`src/jats_pkg.sv`:
```
/*
  Shared constants and types of the test-port selector.
  Assumes a single system clock domain; the test pins are sampled in it.
*/
package jats_pkg;

  localparam int unsigned IR_W       = 5;
  localparam int unsigned CMD_W      = 10;
  localparam int unsigned AUX_N      = 5;
  localparam int unsigned SYNC_N     = 3;

  // Instruction opcodes that select an auxiliary controller.
  localparam logic [4:0] OP_SEL_PORT_CTRL  = 5'h10;
  localparam logic [4:0] OP_SEL_CORE_DEBUG = 5'h11;
  localparam logic [4:0] OP_SEL_TIMER_ENG  = 5'h12;
  localparam logic [4:0] OP_SEL_DMA_DEBUG  = 5'h13;
  localparam logic [4:0] OP_SEL_VBUS_DEBUG = 5'h14;

  // Values after reset and capture, and the select index of the core debug controller.
  localparam logic [4:0] IR_RESET    = 5'h01;
  localparam logic [4:0] IR_CAPTURE  = 5'h01;
  localparam logic [9:0] CMD_RESET   = 10'h202;
  localparam logic [2:0] SEL_NONE    = 3'h7;
  localparam logic [2:0] IDX_CORE    = 3'h1;

  typedef enum logic [3:0] {
    ST_RESET    = 4'h0,
    ST_IDLE     = 4'h1,
    ST_SEL_DR   = 4'h3,
    ST_CAP_DR   = 4'h2,
    ST_SH_DR    = 4'h6,
    ST_EX1_DR   = 4'h7,
    ST_PAU_DR   = 4'h5,
    ST_EX2_DR   = 4'h4,
    ST_UPD_DR   = 4'hC,
    ST_SEL_IR   = 4'hD,
    ST_CAP_IR   = 4'hF,
    ST_SH_IR    = 4'hE,
    ST_EX1_IR   = 4'hA,
    ST_PAU_IR   = 4'hB,
    ST_EX2_IR   = 4'h9,
    ST_UPD_IR   = 4'h8
  } jats_state_t;

endpackage

```
`src/jats_fsm_if.sv`:
```
/*
  Carrier between the selector and one test-port state machine.
  Assumes both ends run on the same system clock.
*/
`timescale 1ns/1ps

interface jats_fsm_if;
  logic                 rise;
  logic                 tms;
  logic                 hold;
  logic                 rst;
  jats_pkg::jats_state_t st;
  logic                 ent;

  modport ctl (output rise, output tms, output hold, output rst,
               input st, input ent);
  modport fsm (input rise, input tms, input hold, input rst,
               output st, output ent);
endinterface

```
`src/jats_tap_fsm.sv`:
```
/*
  Sixteen-state test-port state machine stepped by sampled clock rises.
  Assumes rise is a one-cycle strobe and tms is stable with it.
*/
`timescale 1ns/1ps

module jats_tap_fsm (
  input  wire logic   i_sys_clk,
  input  wire logic   i_ce,
  jats_fsm_if.fsm     bus
);

  jats_pkg::jats_state_t st_q;
  jats_pkg::jats_state_t st_d;
  logic                  ent_q;

  ////////////////////////////////////////////////////////////////////////////
  // Next state by TMS.
  always_comb begin
    case (st_q)
      jats_pkg::ST_RESET:  st_d = bus.tms ? jats_pkg::ST_RESET
                                          : jats_pkg::ST_IDLE;
      jats_pkg::ST_IDLE:   st_d = bus.tms ? jats_pkg::ST_SEL_DR
                                          : jats_pkg::ST_IDLE;
      jats_pkg::ST_SEL_DR: st_d = bus.tms ? jats_pkg::ST_SEL_IR
                                          : jats_pkg::ST_CAP_DR;
      jats_pkg::ST_CAP_DR: st_d = bus.tms ? jats_pkg::ST_EX1_DR
                                          : jats_pkg::ST_SH_DR;
      jats_pkg::ST_SH_DR:  st_d = bus.tms ? jats_pkg::ST_EX1_DR
                                          : jats_pkg::ST_SH_DR;
      jats_pkg::ST_EX1_DR: st_d = bus.tms ? jats_pkg::ST_UPD_DR
                                          : jats_pkg::ST_PAU_DR;
      jats_pkg::ST_PAU_DR: st_d = bus.tms ? jats_pkg::ST_EX2_DR
                                          : jats_pkg::ST_PAU_DR;
      jats_pkg::ST_EX2_DR: st_d = bus.tms ? jats_pkg::ST_UPD_DR
                                          : jats_pkg::ST_SH_DR;
      jats_pkg::ST_UPD_DR: st_d = bus.tms ? jats_pkg::ST_SEL_DR
                                          : jats_pkg::ST_IDLE;
      jats_pkg::ST_SEL_IR: st_d = bus.tms ? jats_pkg::ST_RESET
                                          : jats_pkg::ST_CAP_IR;
      jats_pkg::ST_CAP_IR: st_d = bus.tms ? jats_pkg::ST_EX1_IR
                                          : jats_pkg::ST_SH_IR;
      jats_pkg::ST_SH_IR:  st_d = bus.tms ? jats_pkg::ST_EX1_IR
                                          : jats_pkg::ST_SH_IR;
      jats_pkg::ST_EX1_IR: st_d = bus.tms ? jats_pkg::ST_UPD_IR
                                          : jats_pkg::ST_PAU_IR;
      jats_pkg::ST_PAU_IR: st_d = bus.tms ? jats_pkg::ST_EX2_IR
                                          : jats_pkg::ST_PAU_IR;
      jats_pkg::ST_EX2_IR: st_d = bus.tms ? jats_pkg::ST_UPD_IR
                                          : jats_pkg::ST_SH_IR;
      jats_pkg::ST_UPD_IR: st_d = bus.tms ? jats_pkg::ST_SEL_DR
                                          : jats_pkg::ST_IDLE;
      default:             st_d = jats_pkg::ST_RESET;
    endcase
  end

  ////////////////////////////////////////////////////////////////////////////
  // Hold steers the machine to idle.
  always_ff @(posedge i_sys_clk) begin
    if (bus.rst) begin
      st_q  <= jats_pkg::ST_RESET;
      ent_q <= 1'b0;
    end else if (i_ce) begin
      if (bus.hold) begin
        st_q  <= jats_pkg::ST_IDLE;
        ent_q <= 1'b0;
      end else if (bus.rise) begin
        st_q  <= st_d;
        ent_q <= 1'b1;
      end else begin
        ent_q <= 1'b0;
      end
    end
  end

  assign bus.st  = st_q;
  assign bus.ent = ent_q;

endmodule

```
`src/jats_aux_tap_select.sv`:
```
/*
  Test-port controller that shares the test pins with auxiliary controllers
  and holds the core debug command register.
  Assumes the test clock is slow against i_sys_clk and arrives as a pin.
*/
`timescale 1ns/1ps

module jats_aux_tap_select #(
  parameter int unsigned AUX_N = jats_pkg::AUX_N
) (
  input  wire logic             i_sys_clk,
  input  wire logic             i_rst,
  input  wire logic             i_ce,
  input  wire logic             i_tck,
  input  wire logic             i_tms,
  input  wire logic             i_tdi,
  input  wire logic             i_tap_compliance_enable,
  input  wire logic [AUX_N-1:0] i_aux_tdo,
  input  wire logic             i_core_dr_tdo,
  output logic                  o_tdo,
  output logic                  o_tdo_oe,
  output logic                  o_aux_tck_rise,
  output logic                  o_aux_tck_fall,
  output logic                  o_aux_tms,
  output logic                  o_aux_tdi,
  output logic [AUX_N-1:0]      o_aux_select,
  output logic [AUX_N-1:0]      o_aux_hold_idle,
  output logic [9:0]            o_core_debug_command_reg,
  output logic                  o_core_dr_shift,
  output logic                  o_ctrl_in_reset
);

  jats_fsm_if main_if ();
  jats_fsm_if core_if ();

  logic [2:0]           tck_s_q;
  logic [2:0]           tms_s_q;
  logic [2:0]           tdi_s_q;
  logic [2:0]           cmp_s_q;
  logic                 tms_q;
  logic                 tdi_q;
  logic                 cmp_q;
  logic                 rise;
  logic                 fall;
  logic                 hard_rst;
  logic [4:0]           ir_sh_q;
  logic [4:0]           ir_q;
  logic [2:0]           sel_q;
  logic                 pause_q;
  logic                 bypass_q;
  logic [9:0]           cmd_sh_q;
  logic [9:0]           cmd_q;
  logic                 tdo_d;
  logic                 oe_d;
  logic                 tdo_q;
  logic                 oe_q;
  logic                 own;

  function automatic logic is_sel_op(input logic [4:0] op);
    return (op >= jats_pkg::OP_SEL_PORT_CTRL) &&
           (op <= jats_pkg::OP_SEL_VBUS_DEBUG);
  endfunction

  ////////////////////////////////////////////////////////////////////////////
  // Pin sampling, three stages each.
  always_ff @(posedge i_sys_clk) begin
    if (i_rst) begin
      tck_s_q <= 3'h0;
      tms_s_q <= 3'h7;
      tdi_s_q <= 3'h0;
      cmp_s_q <= 3'h0;
      tms_q   <= 1'b1;
      tdi_q   <= 1'b0;
      cmp_q   <= 1'b0;
    end else if (i_ce) begin
      tck_s_q <= {tck_s_q[1:0], i_tck};
      tms_s_q <= {tms_s_q[1:0], i_tms};
      tdi_s_q <= {tdi_s_q[1:0], i_tdi};
      cmp_s_q <= {cmp_s_q[1:0], i_tap_compliance_enable};
      if (tms_s_q[1] == tms_s_q[2]) tms_q <= tms_s_q[2];
      if (tdi_s_q[1] == tdi_s_q[2]) tdi_q <= tdi_s_q[2];
      if (cmp_s_q[1] == cmp_s_q[2]) cmp_q <= cmp_s_q[2];
    end
  end

  // Edges of the sampled test clock.
  assign rise = tck_s_q[1] & ~tck_s_q[2];
  assign fall = ~tck_s_q[1] & tck_s_q[2];

  // Forced reset without a clock edge.
  assign hard_rst = i_rst | ~cmp_q;

  assign main_if.rise = rise;
  assign main_if.tms  = tms_q;
  assign main_if.hold = 1'b0;
  assign main_if.rst  = hard_rst;

  jats_tap_fsm u_main (
    .i_sys_clk (i_sys_clk),
    .i_ce      (i_ce),
    .bus       (main_if)
  );

  ////////////////////////////////////////////////////////////////////////////
  // Instruction register of the controller.
  always_ff @(posedge i_sys_clk) begin
    if (hard_rst || main_if.st == jats_pkg::ST_RESET) begin
      ir_sh_q <= jats_pkg::IR_RESET;
      ir_q    <= jats_pkg::IR_RESET;
    end else if (i_ce && own) begin
      if (rise && main_if.st == jats_pkg::ST_CAP_IR) begin
        ir_sh_q <= jats_pkg::IR_CAPTURE;
      end else if (rise && main_if.st == jats_pkg::ST_SH_IR) begin
        ir_sh_q <= {tdi_q, ir_sh_q[4:1]};
      end
      if (main_if.ent && main_if.st == jats_pkg::ST_UPD_IR) begin
        ir_q <= ir_sh_q;
      end
    end
  end

  ////////////////////////////////////////////////////////////////////////////
  // Ownership of the test pins.
  always_ff @(posedge i_sys_clk) begin
    // Controller owns the pins after reset.
    if (hard_rst || main_if.st == jats_pkg::ST_RESET) begin
      sel_q <= jats_pkg::SEL_NONE;
    end else if (i_ce) begin
      if (own && main_if.ent && main_if.st == jats_pkg::ST_UPD_IR) begin
        if (cmp_q && is_sel_op(ir_sh_q)) begin
          sel_q <= 3'(ir_sh_q - jats_pkg::OP_SEL_PORT_CTRL);
        end else begin
          sel_q <= jats_pkg::SEL_NONE;
        end
      end else if (!own && main_if.ent && pause_q &&
                   main_if.st == jats_pkg::ST_UPD_DR) begin
        sel_q <= jats_pkg::SEL_NONE;
      end
    end
  end

  always_ff @(posedge i_sys_clk) begin
    if (hard_rst) begin
      pause_q <= 1'b0;
    end else if (i_ce && main_if.ent) begin
      if (main_if.st == jats_pkg::ST_CAP_DR) pause_q <= 1'b0;
      else if (main_if.st == jats_pkg::ST_PAU_DR) pause_q <= 1'b1;
    end
  end

  always_ff @(posedge i_sys_clk) begin
    if (hard_rst) begin
      bypass_q <= 1'b0;
    end else if (i_ce && rise) begin
      if (main_if.st == jats_pkg::ST_CAP_DR) bypass_q <= 1'b0;
      else if (main_if.st == jats_pkg::ST_SH_DR) bypass_q <= tdi_q;
    end
  end

  assign own = (sel_q == jats_pkg::SEL_NONE);

  ////////////////////////////////////////////////////////////////////////////
  // Core debug controller and its command register.
  assign core_if.rise = rise;
  assign core_if.tms  = tms_q;
  assign core_if.hold = (sel_q != jats_pkg::IDX_CORE);
  assign core_if.rst  = hard_rst;

  jats_tap_fsm u_core (
    .i_sys_clk (i_sys_clk),
    .i_ce      (i_ce),
    .bus       (core_if)
  );

  always_ff @(posedge i_sys_clk) begin
    if (hard_rst || main_if.st == jats_pkg::ST_RESET ||
        core_if.st == jats_pkg::ST_RESET) begin
      cmd_sh_q <= jats_pkg::CMD_RESET;
      cmd_q    <= jats_pkg::CMD_RESET;
    end else if (i_ce && !core_if.hold) begin
      if (rise && core_if.st == jats_pkg::ST_SH_IR) begin
        cmd_sh_q <= {tdi_q, cmd_sh_q[9:1]};
      end
      if (core_if.ent && core_if.st == jats_pkg::ST_UPD_IR) begin
        cmd_q <= cmd_sh_q;
      end
    end
  end

  ////////////////////////////////////////////////////////////////////////////
  // Serial output, changed on the falling test clock.
  always_comb begin
    tdo_d = 1'b0;
    oe_d  = 1'b0;
    if (own) begin
      oe_d  = (main_if.st == jats_pkg::ST_SH_IR) ||
              (main_if.st == jats_pkg::ST_SH_DR);
      tdo_d = (main_if.st == jats_pkg::ST_SH_IR) ? ir_sh_q[0] : bypass_q;
    end else if (sel_q == jats_pkg::IDX_CORE) begin
      oe_d  = (core_if.st == jats_pkg::ST_SH_IR) ||
              (core_if.st == jats_pkg::ST_SH_DR);
      tdo_d = (core_if.st == jats_pkg::ST_SH_IR) ? cmd_sh_q[0]
                                                 : i_core_dr_tdo;
    end else begin
      oe_d  = 1'b1;
      tdo_d = i_aux_tdo[sel_q];
    end
  end

  always_ff @(posedge i_sys_clk) begin
    if (hard_rst) begin
      tdo_q <= 1'b0;
      oe_q  <= 1'b0;
    end else if (i_ce && fall) begin
      tdo_q <= tdo_d;
      oe_q  <= oe_d;
    end
  end

  ////////////////////////////////////////////////////////////////////////////
  // Routing to the auxiliary controllers.
  genvar g;
  generate
    for (g = 0; g < AUX_N; g++) begin : g_aux
      assign o_aux_select[g]    = (sel_q == 3'(g));
      assign o_aux_hold_idle[g] = (sel_q != 3'(g));
    end
  endgenerate

  assign o_tdo                    = tdo_q;
  assign o_tdo_oe                 = oe_q;
  assign o_aux_tck_rise           = rise & ~own;
  assign o_aux_tck_fall           = fall & ~own;
  assign o_aux_tms                = own ? 1'b0 : tms_q;
  assign o_aux_tdi                = own ? 1'b0 : tdi_q;
  assign o_core_debug_command_reg = cmd_q;
  assign o_core_dr_shift          = (sel_q == jats_pkg::IDX_CORE) &&
                                    (core_if.st == jats_pkg::ST_SH_DR);
  assign o_ctrl_in_reset          = hard_rst ||
                                    (main_if.st == jats_pkg::ST_RESET);

endmodule

```
`config.mk`:
```
export PLATFORM = sky130hd
export DESIGN_NAME = jats_aux_tap_select
export DESIGN_NICKNAME = d
export VERILOG_FILES = /design/src/jats_pkg.sv /design/src/jats_fsm_if.sv /design/src/jats_tap_fsm.sv /design/src/jats_aux_tap_select.sv
export SDC_FILE = /design/constraint.sdc
export NUM_CORES = 1
export LEC_CHECK = 0
export BUFFER_PORTS_ARGS = -buffer_cell sky130_fd_sc_hd__buf_4
export CELL_PAD_IN_SITES_DETAIL_PLACEMENT = 0
export CELL_PAD_IN_SITES_GLOBAL_PLACEMENT = 2
export CORE_MARGIN = 3
export CORE_UTILIZATION = 34
export DETAILED_ROUTE_END_ITERATION = 16
export GPL_TIMING_DRIVEN = 0
export PLACE_DENSITY_LB_ADDON = 0.2
export SLEW_MARGIN = 0
export SYNTH_ARGS = -nofsm -noshare
export SYNTH_HDL_FRONTEND = slang
export SYNTH_SLANG_ARGS = --single-unit
export TNS_END_PERCENT = 30
```
`constraint.sdc`:
```
create_clock -name i_sys_clk -period 1.8 [get_ports i_sys_clk]
set_input_delay 0.09 -clock i_sys_clk [delete_from_list [all_inputs] [get_ports i_sys_clk]]
set_output_delay 0.09 -clock i_sys_clk [all_outputs]
set_load 0.05 [all_outputs]
```
# Yosys cells after proc, flatten, opt, wreduce, memory -nomap -nowiden
# Cells that the tools add are included.
# word_totals
register_bits,57
word_cells,160
# op_classes
addsub,1
order_cmp,3
n_eq_ne,42
muxes,37
bitwise_logic,9
reduce_logical,49
# ops
cell,n
4-bit case mux with 12 select lines,2
"4-bit == test, second input constant",16
"4-bit by 3-bit == test with 1-bit output, second input constant",8
4-bit 2-to-1 mux,6
2-bit AND reduction,11
1-bit 2-to-1 mux,18
1-bit logical AND,17
"4-bit by 2-bit == test with 1-bit output, second input constant",4
3-bit 2-to-1 mux,5
5-bit 2-to-1 mux,2
2-bit nonzero test,5
"4-bit by 1-bit == test with 1-bit output, second input constant",2
4-bit zero test,2
2-bit OR reduction,4
"3-bit by 2-bit == test with 1-bit output, second input constant",2
"3-bit == test, second input constant",2
2-bit 2-to-1 mux,3
"3-bit by 2-bit inequality test with 1-bit output, second input constant",2
3-bit OR reduction,2
"5-bit greater-or-equal comparator, second input constant",1
"5-bit <= comparator, second input constant",1
1-bit bitwise AND,4
1-bit logical OR,4
"3-bit by 4-bit < comparator with 1-bit output, second input constant",1
11 further kinds,17

# Logic depth before layout (Yosys ltp)
# Gate-level depths: netlist of run 1.
# logic_depth
word_depth,7
mapped_depth,8

# Hierarchy
# From an unflattened synthesis of run 1, not the netlist that was laid out.
# hier_totals
hier_cells,346
hier_area_um2,2992.9
# modules_own_cells
module,n_inst,cells_per_inst,area_per_inst_um2,seq_area_each_um2
jats_aux_tap_select,1,228,2142.1,940.9
jats_tap_fsm,2,59,425.4,100.1

# Worst setup path after synthesis of run 1
# OpenSTA, ideal clock, no wires.
# synth_path
kind,flip-flop to output port
startpoint,register sel_q[1]
endpoint,output o_core_dr_shift
t_arrival_ps,2019
slack_ps,-309
path_stages_with_launch,5
path_buffers,2
path_cell_list,dfxtp_1 -> buf_6 -> or3b_1 -> buf_6 -> nor3_1
# synth_via
elab_chain_len,2
# synth_lines
item,line_no,rtl
start: declaration,jats_aux_tap_select.sv:48,logic [2:0] sel_q;
start signal: assignment,jats_aux_tap_select.sv:127,sel_q <= jats_pkg::SEL_NONE;
start signal: assignment,jats_aux_tap_select.sv:131,sel_q <= 3'(ir_sh_q - jats_pkg::OP_SEL_PORT_CTRL);
start signal: assignment,jats_aux_tap_select.sv:133,sel_q <= jats_pkg::SEL_NONE;
3-bit by 1-bit == test with 1-bit output,jats_aux_tap_select.sv:237,assign o_core_dr_shift = (sel_q == jats_pkg::IDX_CORE) &&
1-bit logical AND,jats_aux_tap_select.sv:237,
end: declaration,jats_aux_tap_select.sv:29,"output logic o_core_dr_shift,"
# Every way passes these cells.

# Final worst setup path of run 1
# layout_path
startpoint,register cmp_q
endpoint,register cmd_sh_q[9]
# layout_via
elab_chain_len,4
# layout_lines
item,line_no,rtl
start: declaration,jats_aux_tap_select.sv:42,logic cmp_q;
start signal: assignment,jats_aux_tap_select.sv:82,if (cmp_s_q[1] == cmp_s_q[2]) cmp_q <= cmp_s_q[2];
1-bit inverter,jats_aux_tap_select.sv:91,assign hard_rst = i_rst | ~cmp_q;
1-bit bitwise OR,jats_aux_tap_select.sv:91,
1-bit logical OR (2 in a row),jats_aux_tap_select.sv:176,if (hard_rst || main_if.st == jats_pkg::ST_RESET ||
end signal: assignment,jats_aux_tap_select.sv:178,cmd_sh_q <= jats_pkg::CMD_RESET;
end signal: assignment,jats_aux_tap_select.sv:182,"cmd_sh_q <= {tdi_q, cmd_sh_q[9:1]};"
end: declaration,jats_aux_tap_select.sv:51,logic [9:0] cmd_sh_q;
# Every way passes these cells.
# A chain may end at the register's enable or synchronous reset.

==> results of run 1 <==
[placed cells by master, fill, tap and decap left out, types with 3 or more instances in the layout]
cell / instances
and3_1: 3
clkbuf_8: 9
inv_1: 11
buf_6: 7
a21o_1: 3
nor4_1: 3
nor3b_1: 3
nand3_1: 10
buf_2: 3
nand4b_1: 3
nor2_1: 47
nand3b_1: 6
o21ai_0: 14
a211o_1: 4
clkinv_4: 3
clkbuf_2: 5
clkbuf_1: 10
a31oi_1: 4
and2_1: 5
nand2_1: 18
dlygate4sd3_1: 4
mux2i_1: 34
a21oi_1: 24
buf_4: 42
nor3_1: 7
dfxtp_1: 55
nand2b_1: 6
a22oi_1: 3
[per-layer routing]
layer  global-route usage  part of all wire  vias up
met5                    0                 0        -
met4               0.0575            0.0094        0
met3               0.0343             0.038        5
met2                0.232              0.43       48
met1                0.219              0.52     1171
li1                     -                 -     1315
[worst min path at each step]
stage,from,end,slack (ps)
finish,i_aux_tdo[4],o_tdo,80
global route,i_aux_tdo[4],o_tdo,120
CTS,i_aux_tdo[4],o_tdo,70
detailed placement,i_tms,tms_s_q[0],300
global placement,i_tms,tms_s_q[0],300
floorplan,i_tms,tms_s_q[0],210
[where the power goes]
part	leakage [nW]	total [mW]	internal, mW	switching (mW)
clock network	0.110	1.37	0.791	0.582
logic	0.948	0.0828	0.0435	0.0393
registers	0.461	1.28	1.27	0.00903
[what timing repair did]
item                                   4_1_cts  5_1_grt
pin swaps                                    0        2
buffers inserted                             0        4
setup endpoints to repair                   17       31
resized for setup                            8       16
cloned                                       0        1
endpoints found under the hold margin        4        0
hold buffers                                 4        0
[stage by stage]
step	utilization	instances	worst slack [ps]	cell area, µm²	setup TNS (ps)
global route	0.459	500	-29.4	3640	-49.7
CTS	0.451	497	9.08	3580	0
finish	0.459	500	66.8	3640	0
floorplan	-	337	-207	2870	-414
detailed placement	0.414	477	-281	3280	-2290
global placement	0.414	477	-192	3280	-1600
[cell families after synthesis]
| family | synth area share |
|---|---|
| simple gates | 0.244 |
| compound gates | 0.164 |
| flops | 0.399 |
| buf+inv | 0.0669 |
| mux | 0.127 |
[critical path: cells and delay by family, from the launching register on]
kind / cells / cell delay, ps
buffers and inverters: 1 / 200
AND/OR/NAND/NOR: 2 / 470
flip-flops: 1 / 370
AO/OA/AOI/OAI: 2 / 560
[area by class of cell]
type	count	area, µm²
plain buffers	26	153
clock buffers	9	124
clock inverters	7	103
fillers	795	4290
inverters	12	45.0
multi-input cells	240	1560
flip-flops and latches	57	1140
well taps	102	128
repair buffers	47	383
==> run_results.csv, run 1 <==
group,metric,value,unit
die,fp.dieArea,9550,µm²
yosys,netlist.area_leader.share,0.399,
clocking,clock_sinks,57,
grt,grtUsageTotal,0.155,
worst_setup_path,crit_required,2000,ps
worst_setup_path,critical_path.max_fanout,10,
worst_setup_path,timing.rr.end,"cmd_sh_q[9]",
die,die_h,97.7,µm
worst_setup_path,setup.worst_path.start,"cmp_q",
worst_setup_path,critPathLaunchType,"register",
timing,drv_slew,0,
timing,max-slew-margin-rel,0.612,
detailed_routing,drt_iter0_drc,111,
timing,finalHoldViolCount,0,
worst_setup_path,reg2reg_slack,70,ps
detailed_routing,drtPass1Iterations,5,
worst_setup_path,arrival,1940,ps
worst_setup_path,cpMaxStageDelayCell,"a21oi_1",
yosys,ys_seq_area_frac,0.399,
worst_setup_path,cp_cell_sequence,"nor2b_2, o41ai_2, buf_4, a21oi_1, nand2_1",
yosys,ys_ff_latch,57,
placed_design,hpwl,5120,µm
pwr,ir_worst_vdd,420,µV
clocking,clk_latency,340,ps
hold_path,whs_path_depth,3,
detailed_routing,drt-total-wl,7370,µm
hold_path,hp-class,"in -> reg",
timing,post-route-min-period,1730,ps
timing,whs,83.6,ps
yosys,syn_area,2860,µm²
timing,max_freq,577,MHz
clocking,htreeDepth,3,
finish,area_growth,27.2,%
pwr,power_leakage,1.52,nW
yosys,synth.largest_area_cell,"dfxtp_1",
yosys,synth_ff_type,"dfxtp_1",
grt,grt_pass1_vias,2357,
detailed_routing,vias,2539,
die,io_pins,41,
clocking,cts_buffers,9,
pwr,fin_total_pwr,2.74,mW
yosys,async_flop_share,0,
yosys,synth_nets,350,
timing,worst_pin_slew,577,ps
yosys,synthTopCellsByCount,"dfxtp_1, nor2_1, mux2i_1",
finish,antenna_cells,0,
yosys,synthTopCellsByArea,"dfxtp_1, mux2i_1, nor2_1, a21oi_1, o21ai_0",
grt,grt_pass1_wl,12000,µm
detailed_routing,via_per_inst,5.08,
placed_design,port_buffers,38,
worst_setup_path,cpPeakStageDelay,400,ps
timing,rsz0062_at_grt,"true",
yosys,synth_most_common_cell,"dfxtp_1",
worst_setup_path,timing.rr.start,"cmp_q",
detailed_routing,drtAntennaViolNets,0,
status,status,"completed",
timing,timing.final.crit_share,0.963,
placed_design,gp_congestion,0.814,
pwr,power.density,752,nW/µm²
timing,fin_skew,9.67,ps
yosys,ys_types,54,
yosys,synth_cells,337,
grt,antenna_found_initial,0,
worst_setup_path,r2r_cells,5,
grt,grt_max_degree,13,
timing,finalSetupViolCount,0,
yosys,synth_warnings,0,
yosys,synth_edf_count,0,
die,initial_core_util,0.361,
worst_setup_path,criticalPathCategory,"reg -> reg",
die,rows,32,
clocking,cts_tree,"yes",
worst_setup_path,cp-end-kind,"register",
clocking,cts-root-buf,"clkbuf_8",
die,coreArea,7930,µm²
yosys,syn_avg_cell_area,8.49,µm²
grt,grt-ovfl-total,0,
detailed_routing,drc_errors,0,
flow_run,max-cap-violations,0,
die,die_width,97.7,µm
worst_setup_path,cp-endpoint,"cmd_sh_q[9]",
detailed_routing,wire_per_inst,14.7,µm
clocking,clkTransAtPathRegs,80,ps
finish,drive_gt1_frac,0.231,
clocking,clockBufferDepth,2,
finish,nNetsFinal,406,
Power figures use the tool's default switching activity.
==> run 2, diff against run 1 <==
--- a/config.mk
+++ b/config.mk
@@ -12,6 +12,7 @@
 export CORE_UTILIZATION = 34
 export DETAILED_ROUTE_END_ITERATION = 16
 export GPL_TIMING_DRIVEN = 0
+export MAX_ROUTING_LAYER = met4
 export PLACE_DENSITY_LB_ADDON = 0.2
 export SLEW_MARGIN = 0
 export SYNTH_ARGS = -nofsm -noshare
==> constraint.sdc (replaced) <==
create_clock -name i_sys_clk -period 1.8 [get_ports i_sys_clk]
set_input_delay 0.18 -clock i_sys_clk [delete_from_list [all_inputs] [get_ports i_sys_clk]]
set_output_delay 0.18 -clock i_sys_clk [all_outputs]
set_load 0.05 [all_outputs]
==> run 2 against run 1 <==
Global-route usage up 0.47 points. Clock skew down 1.8 ps. Hold slack worse by 41 ps. Worst setup slack worse by 40 ps. Critical path depth unchanged. Combinational power down 7.5%. Clock power about the same. Critical endpoint is now o_core_dr_shift.
==> run_results.csv, run 2 (synthesized netlist as in run 1, its figures left out) <==
group,metric,value,unit
timing,finalSetupViolCount,0,
grt,grt-ovfl-total,0,
flow_run,max-cap-violations,0,
clocking,clk_latency,350,ps
grt,grt_max_degree,13,
detailed_routing,drtAntennaViolNets,0,
pwr,power_leakage,1.50,nW
worst_setup_path,arrival,1590,ps
timing,max_freq,564,MHz
worst_setup_path,critPathMostFrequentCell,"buf_6",
finish,nNetsFinal,399,
timing,fin_skew,7.90,ps
worst_setup_path,cp_cell_sequence,"buf_6, or3b_1, buf_6, nor3_4, buf_6",
worst_setup_path,cp-end-kind,"primary output",
die,die_h,97.7,µm
pwr,p_sw,643,µW
finish,final_common_cell,"dfxtp_1",
finish,drive_gt1_frac,0.230,
clocking,clkTransAtPathRegs,80,ps
die,fp.dieArea,9550,µm²
grt,grtUsageTotal,0.160,
pwr,power_frac_clock,0.505,
hold_path,hp-class,"in -> reg",
timing,tns,0,ps
worst_setup_path,cpMaxStageDelayCell,"or3b_1",
worst_setup_path,crit_required,1620,ps
detailed_routing,wire_per_inst,14.9,µm
detailed_routing,drt_iter0_drc,115,
die,io_pins,41,
timing,timing.final.crit_share,0.985,
detailed_routing,drt-total-wl,7350,µm
worst_setup_path,criticalPathCategory,"reg -> out",
worst_setup_path,critical_path.max_fanout,10,
finish,fin_area,3610,µm²
clocking,clockBufferDepth,2,
placed_design,port_buffers,38,
timing,rsz0062_at_grt,"true",
grt,grt_pass1_wl,12000,µm
placed_design,detailed_place.area,3280,µm²
detailed_routing,drc_errors,0,
finish,nFillCells,800,
die,die_width,97.7,µm
finish,final_cell_mix,"dfxtp_1, nor2_1, buf_4, mux2i_1, a21oi_1",
timing,worst_pin_slew,583,ps
grt,met1_usage,0.219,
clocking,cts_hold_buf,0,
timing,post-route-min-period,1770,ps
clocking,cts_tree,"yes",
grt,antenna_found_initial,0,
grt,grt_use_met3,0.0321,
timing,finalHoldViolCount,0,
die,rows,32,
detailed_routing,drtPass1Iterations,5,
finish,antenna_cells,0,
grt,met2_usage,0.235,
pwr,ir_worst_vdd,413,µV
die,initial_core_util,0.361,
grt,grt_pass1_vias,2376,
pwr,sw_frac_of_total,0.234,
placed_design,gp_congestion,0.826,
grt,grt_busiest_layer,"met2",
worst_setup_path,critPathLaunchType,"register",
status,status,"completed",
die,coreArea,7930,µm²
clocking,cts-root-buf,"clkbuf_8",
timing,drv_slew,0,
finish,area_growth,26.1,%
clocking,htreeDepth,3,
pwr,combPwrFrac,0.028,
pwr,p_seq_frac,0.467,
pwr,power.density,760,nW/µm²
timing,max-slew-margin-rel,0.607,
worst_setup_path,cpPeakStageDelay,360,ps
pwr,p_int,2.10,mW
placed_design,hpwl,5120,µm
detailed_routing,via_per_inst,5.13,
clocking,clock_sinks,57,
clocking,cts_buffers,9,
detailed_routing,vias,2528,
==> run 2: cell count changes in the layout (fill, tap and decap cells not counted), moves of 2 or more <==
cell           before  now
buf_4              42   37
dlygate4sd3_1       4    0
buf_6               7   10
clkbuf_4            0    2
==> run 2: worst max-delay path, delay by kind of cell, from the launching register on <==
| family | cells | cell delay, ps |
|---|---|---|
| simple gates | 2 | 470 |
| buf+inv | 3 | 450 |
| flops | 1 | 330 |
==> run 2: area by class of cell <==
| class | count | area [µm²] | area share |
|---|---|---|---|
| Multi-Input combinational cell | 240 | 1590 | 0.440 |
| Sequential cell | 57 | 1140 | 0.317 |
| Timing Repair Buffer | 40 | 315 | 0.0874 |
| Buffer | 26 | 161 | 0.0447 |
| Tap cell | 102 | 128 | 0.0354 |
| Clock buffer | 9 | 124 | 0.0343 |
| Clock inverter | 7 | 103 | 0.0284 |
| Inverter | 12 | 45.0 | 0.0125 |
==> run 2: power by group through the flow <==
| stage | sequential, mW | combinational, mW | clock (mW) |
|---|---|---|---|
| 3_5_place_dp | 1.31 | 0.0761 | 0 |
| 6_report | 1.28 | 0.0766 | 1.39 |
| 4_1_cts | 1.28 | 0.0771 | 1.42 |
| 3_3_place_gp | 1.31 | 0.0756 | 0 |
| 2_1_floorplan | 1.31 | 0.0472 | 0 |
| 5_1_grt | 1.28 | 0.0863 | 1.46 |
==> run 2: repair_timing <==
item                                    4_1_cts  5_1_grt
setup buffers                                 1        0
resized for setup                            14       20
endpoints found under the setup margin       20       27
pin swaps                                     2        1
cloned                                        0        1
==> run 2: final timing paths <==
| kind | from | end | slack, ps | depth (start not counted) |
|---|---|---|---|---|
| setup / recovery | sel_q[0] | o_core_dr_shift | 30 | 5 |
| hold / removal | i_tms | tms_s_q[0] | 40 | 2 |
| setup reg to reg | sel_q[0] | u_core.bus.st[1] | 30 | 7 |
| hold reg to reg | ir_sh_q[4] | ir_sh_q[4] | 470 | 2 |
==> run 2: layer usage <==
| layer | vias to the layer above | routed length [µm] |
|---|---|---|
| met2 | 52 | 3160 |
| met1 | 1166 | 3840 |
| met4 | 0 | 90 |
| met5 | - | 0 |
| met3 | 9 | 258 |
| li1 | 1301 | - |
==> run 2: stage by stage <==
step / setup WS [ps] / power, mW / util / hold slack (ps) / std cells
after floorplan: -297 / 1.35 / - / 302 / 337
after global placement: -204 / 1.39 / 0.414 / 388 / 477
after detailed placement: -292 / 1.39 / 0.414 / 391 / 477
after CTS: 1.32 / 2.77 / 0.450 / 32.0 / 493
after global routing: -74.0 / 2.83 / 0.455 / 46.1 / 493
final: 26.9 / 2.74 / 0.455 / 42.4 / 493
==> run 3, diff against run 2 <==
==> constraint.sdc (replaced) <==
create_clock -name i_sys_clk -period 1.9 [get_ports i_sys_clk]
set_input_delay 0.19 -clock i_sys_clk [delete_from_list [all_inputs] [get_ports i_sys_clk]]
set_output_delay 0.19 -clock i_sys_clk [all_outputs]
set_load 0.05 [all_outputs]
==> run 3 against run 2 <==
Register-to-register slack improved by 90 ps. Utilization fell by 0.44 points. Cell count rose by 0.20%. Combinational power fell by 5.4%. Non-clock buffer count rose by 1. Sequential share of layout area rose by 0.28 points. Worst setup slack improved by 26 ps. Clock power fell by 6%. Via count fell by 0.16%.
==> run_results.csv, run 3 (synthesized netlist as in run 1, its figures left out) <==
group,metric,value,unit
worst_setup_path,reg2reg_slack,120,ps
die,die_h,97.7,µm
grt,grtUsageTotal,0.160,
die,coreArea,7930,µm²
worst_setup_path,r2r_cells,7,
timing,fin_skew,9.47,ps
finish,fin_util,0.451,
detailed_routing,route.layer.met1.wl,3690,µm
grt,grt_pass1_wl,12000,µm
placed_design,detailed_place.area,3280,µm²
finish,final-seq-area,1140,µm²
clocking,clock_sinks,57,
detailed_routing,drtPass1Iterations,4,
detailed_routing,top_layer,"met4",
clocking,clkTransAtPathRegs,80,ps
grt,grt-ovfl-total,0,
detailed_routing,wl_met3,356,µm
detailed_routing,drtAntennaViolNets,0,
detailed_routing,drt-total-wl,7220,µm
finish,antenna_cells,0,
timing,drv_slew,0,
timing,post-route-min-period,1850,ps
pwr,combPwrFrac,0.028,
pwr,power_leakage,1.48,nW
timing,rsz0062_at_grt,"false",
clocking,cts_hold_buf,0,
worst_setup_path,arrival,1660,ps
finish,final_common_cell,"dfxtp_1",
grt,grt_max_degree,13,
worst_setup_path,timing.rr.end,"u_core.bus.st[1]",
detailed_routing,vias,2524,
placed_design,port_buffers,38,
finish,nFillCells,795,
timing,max_freq,541,MHz
finish,fin_area,3570,µm²
finish,area_growth,24.9,%
detailed_routing,drt_iter0_drc,124,
timing,worst_pin_slew,587,ps
worst_setup_path,timing.rr.start,"sel_q[1]",
pwr,p_int,1.99,mW
clocking,htreeDepth,3,
timing,finalHoldViolCount,0,
clocking,clockBufferDepth,2,
finish,final_cell_mix,"dfxtp_1, nor2_1, buf_4, mux2i_1, a21oi_1",
detailed_routing,wl_met2,3120,µm
worst_setup_path,setup.worst_path.start,"sel_q[1]",
worst_setup_path,cp-end-kind,"primary output",
grt,antenna_found_initial,0,
pwr,ir_worst_vdd,391,µV
clocking,cts_buffers,9,
die,rows,32,
detailed_routing,wire_per_inst,14.6,µm
detailed_routing,via_per_inst,5.11,
pwr,power.density,726,nW/µm²
timing,tns,0,ps
die,initial_core_util,0.361,
worst_setup_path,cp-endpoint,"o_core_dr_shift",
finish,drive_gt1_frac,0.222,
timing,timing.final.crit_share,0.972,
pwr,power_frac_clock,0.504,
die,io_pins,41,
timing,whs,56.7,ps
hold_path,hp-class,"in -> reg",
pwr,p_sw,604,µW
finish,multiInputGateArea,1580,µm²
clocking,cts-root-buf,"clkbuf_8",
placed_design,hpwl,5120,µm
die,die_width,97.7,µm
grt,grt_pass1_vias,2362,
timing,worst_slack,53.2,ps
worst_setup_path,criticalPathCategory,"reg -> out",
flow_run,max-cap-violations,0,
clocking,cts_tree,"yes",
worst_setup_path,crit_required,1710,ps
hold_path,whs_path_depth,2,
timing,max-slew-margin-rel,0.605,
status,status,"completed",
pwr,p_seq_frac,0.468,
placed_design,gp_congestion,0.826,
detailed_routing,drc_errors,0,
die,fp.dieArea,9550,µm²
worst_setup_path,critPathLaunchType,"register",
finish,nNetsFinal,400,
placed_design,dp_slack,-202,ps
clocking,clk_latency,340,ps
timing,finalSetupViolCount,0,
worst_setup_path,critical_path.max_fanout,10,
pwr,sw_frac_of_total,0.233,
[run 3: worst min-delay path by stage]
stage | start | endpoint | slack [ps]
floorplan | i_tms | tms_s_q[0] | 310
global placement | i_tms | tms_s_q[0] | 400
detailed placement | i_tms | tms_s_q[0] | 400
CTS | i_tms | tms_s_q[0] | 40
global route | i_tms | tms_s_q[0] | 60
finish | i_tms | tms_s_q[0] | 60
[run 3: repair_timing]
action / in CTS / in global routing
resized for setup: 6 / 14
buffers inserted: 0 / 2
setup endpoints to repair: 17 / 17
[run 3: critical path: stages, from the launching register on]
cell and delay [ps]:
dfxtp_1 310, buf_6 130, or3b_1 380, buf_6 150
nor3_4 160, buf_6 180
[run 3: layout make-up]
type | instances | share of cell area
multi-input combinational | 240 | 0.441
tap | 102 | 0.0357
timing repair buffer | 40 | 0.0851
sequential | 57 | 0.320
clock inverter | 7 | 0.0287
inverter | 12 | 0.0126
clock buffer | 9 | 0.0347
buffer | 27 | 0.0424
[run 3: layer usage]
layer / track usage / vias up
met5: - / -
met3: 0.0321 / 8
li1: - / 1302
met1: 0.220 / 1149
met4: 0.0575 / 0
met2: 0.232 / 65
[run 3: power groups by stage]
stage	Sequential (mW)	Combinational, mW	Clock (mW)
floorplan	1.24	0.0447	0
global placement	1.24	0.0716	0
detailed placement	1.24	0.0721	0
CTS	1.21	0.0726	1.34
global route	1.22	0.0816	1.39
finish	1.21	0.0725	1.31
[run 3: through the flow]
stage / total power, mW / std cells
after CTS: 2.63 / 493
after floorplan: 1.28 / 337
after global placement: 1.31 / 477
final: 2.59 / 494
after detailed placement: 1.31 / 477
after global routing: 2.68 / 494
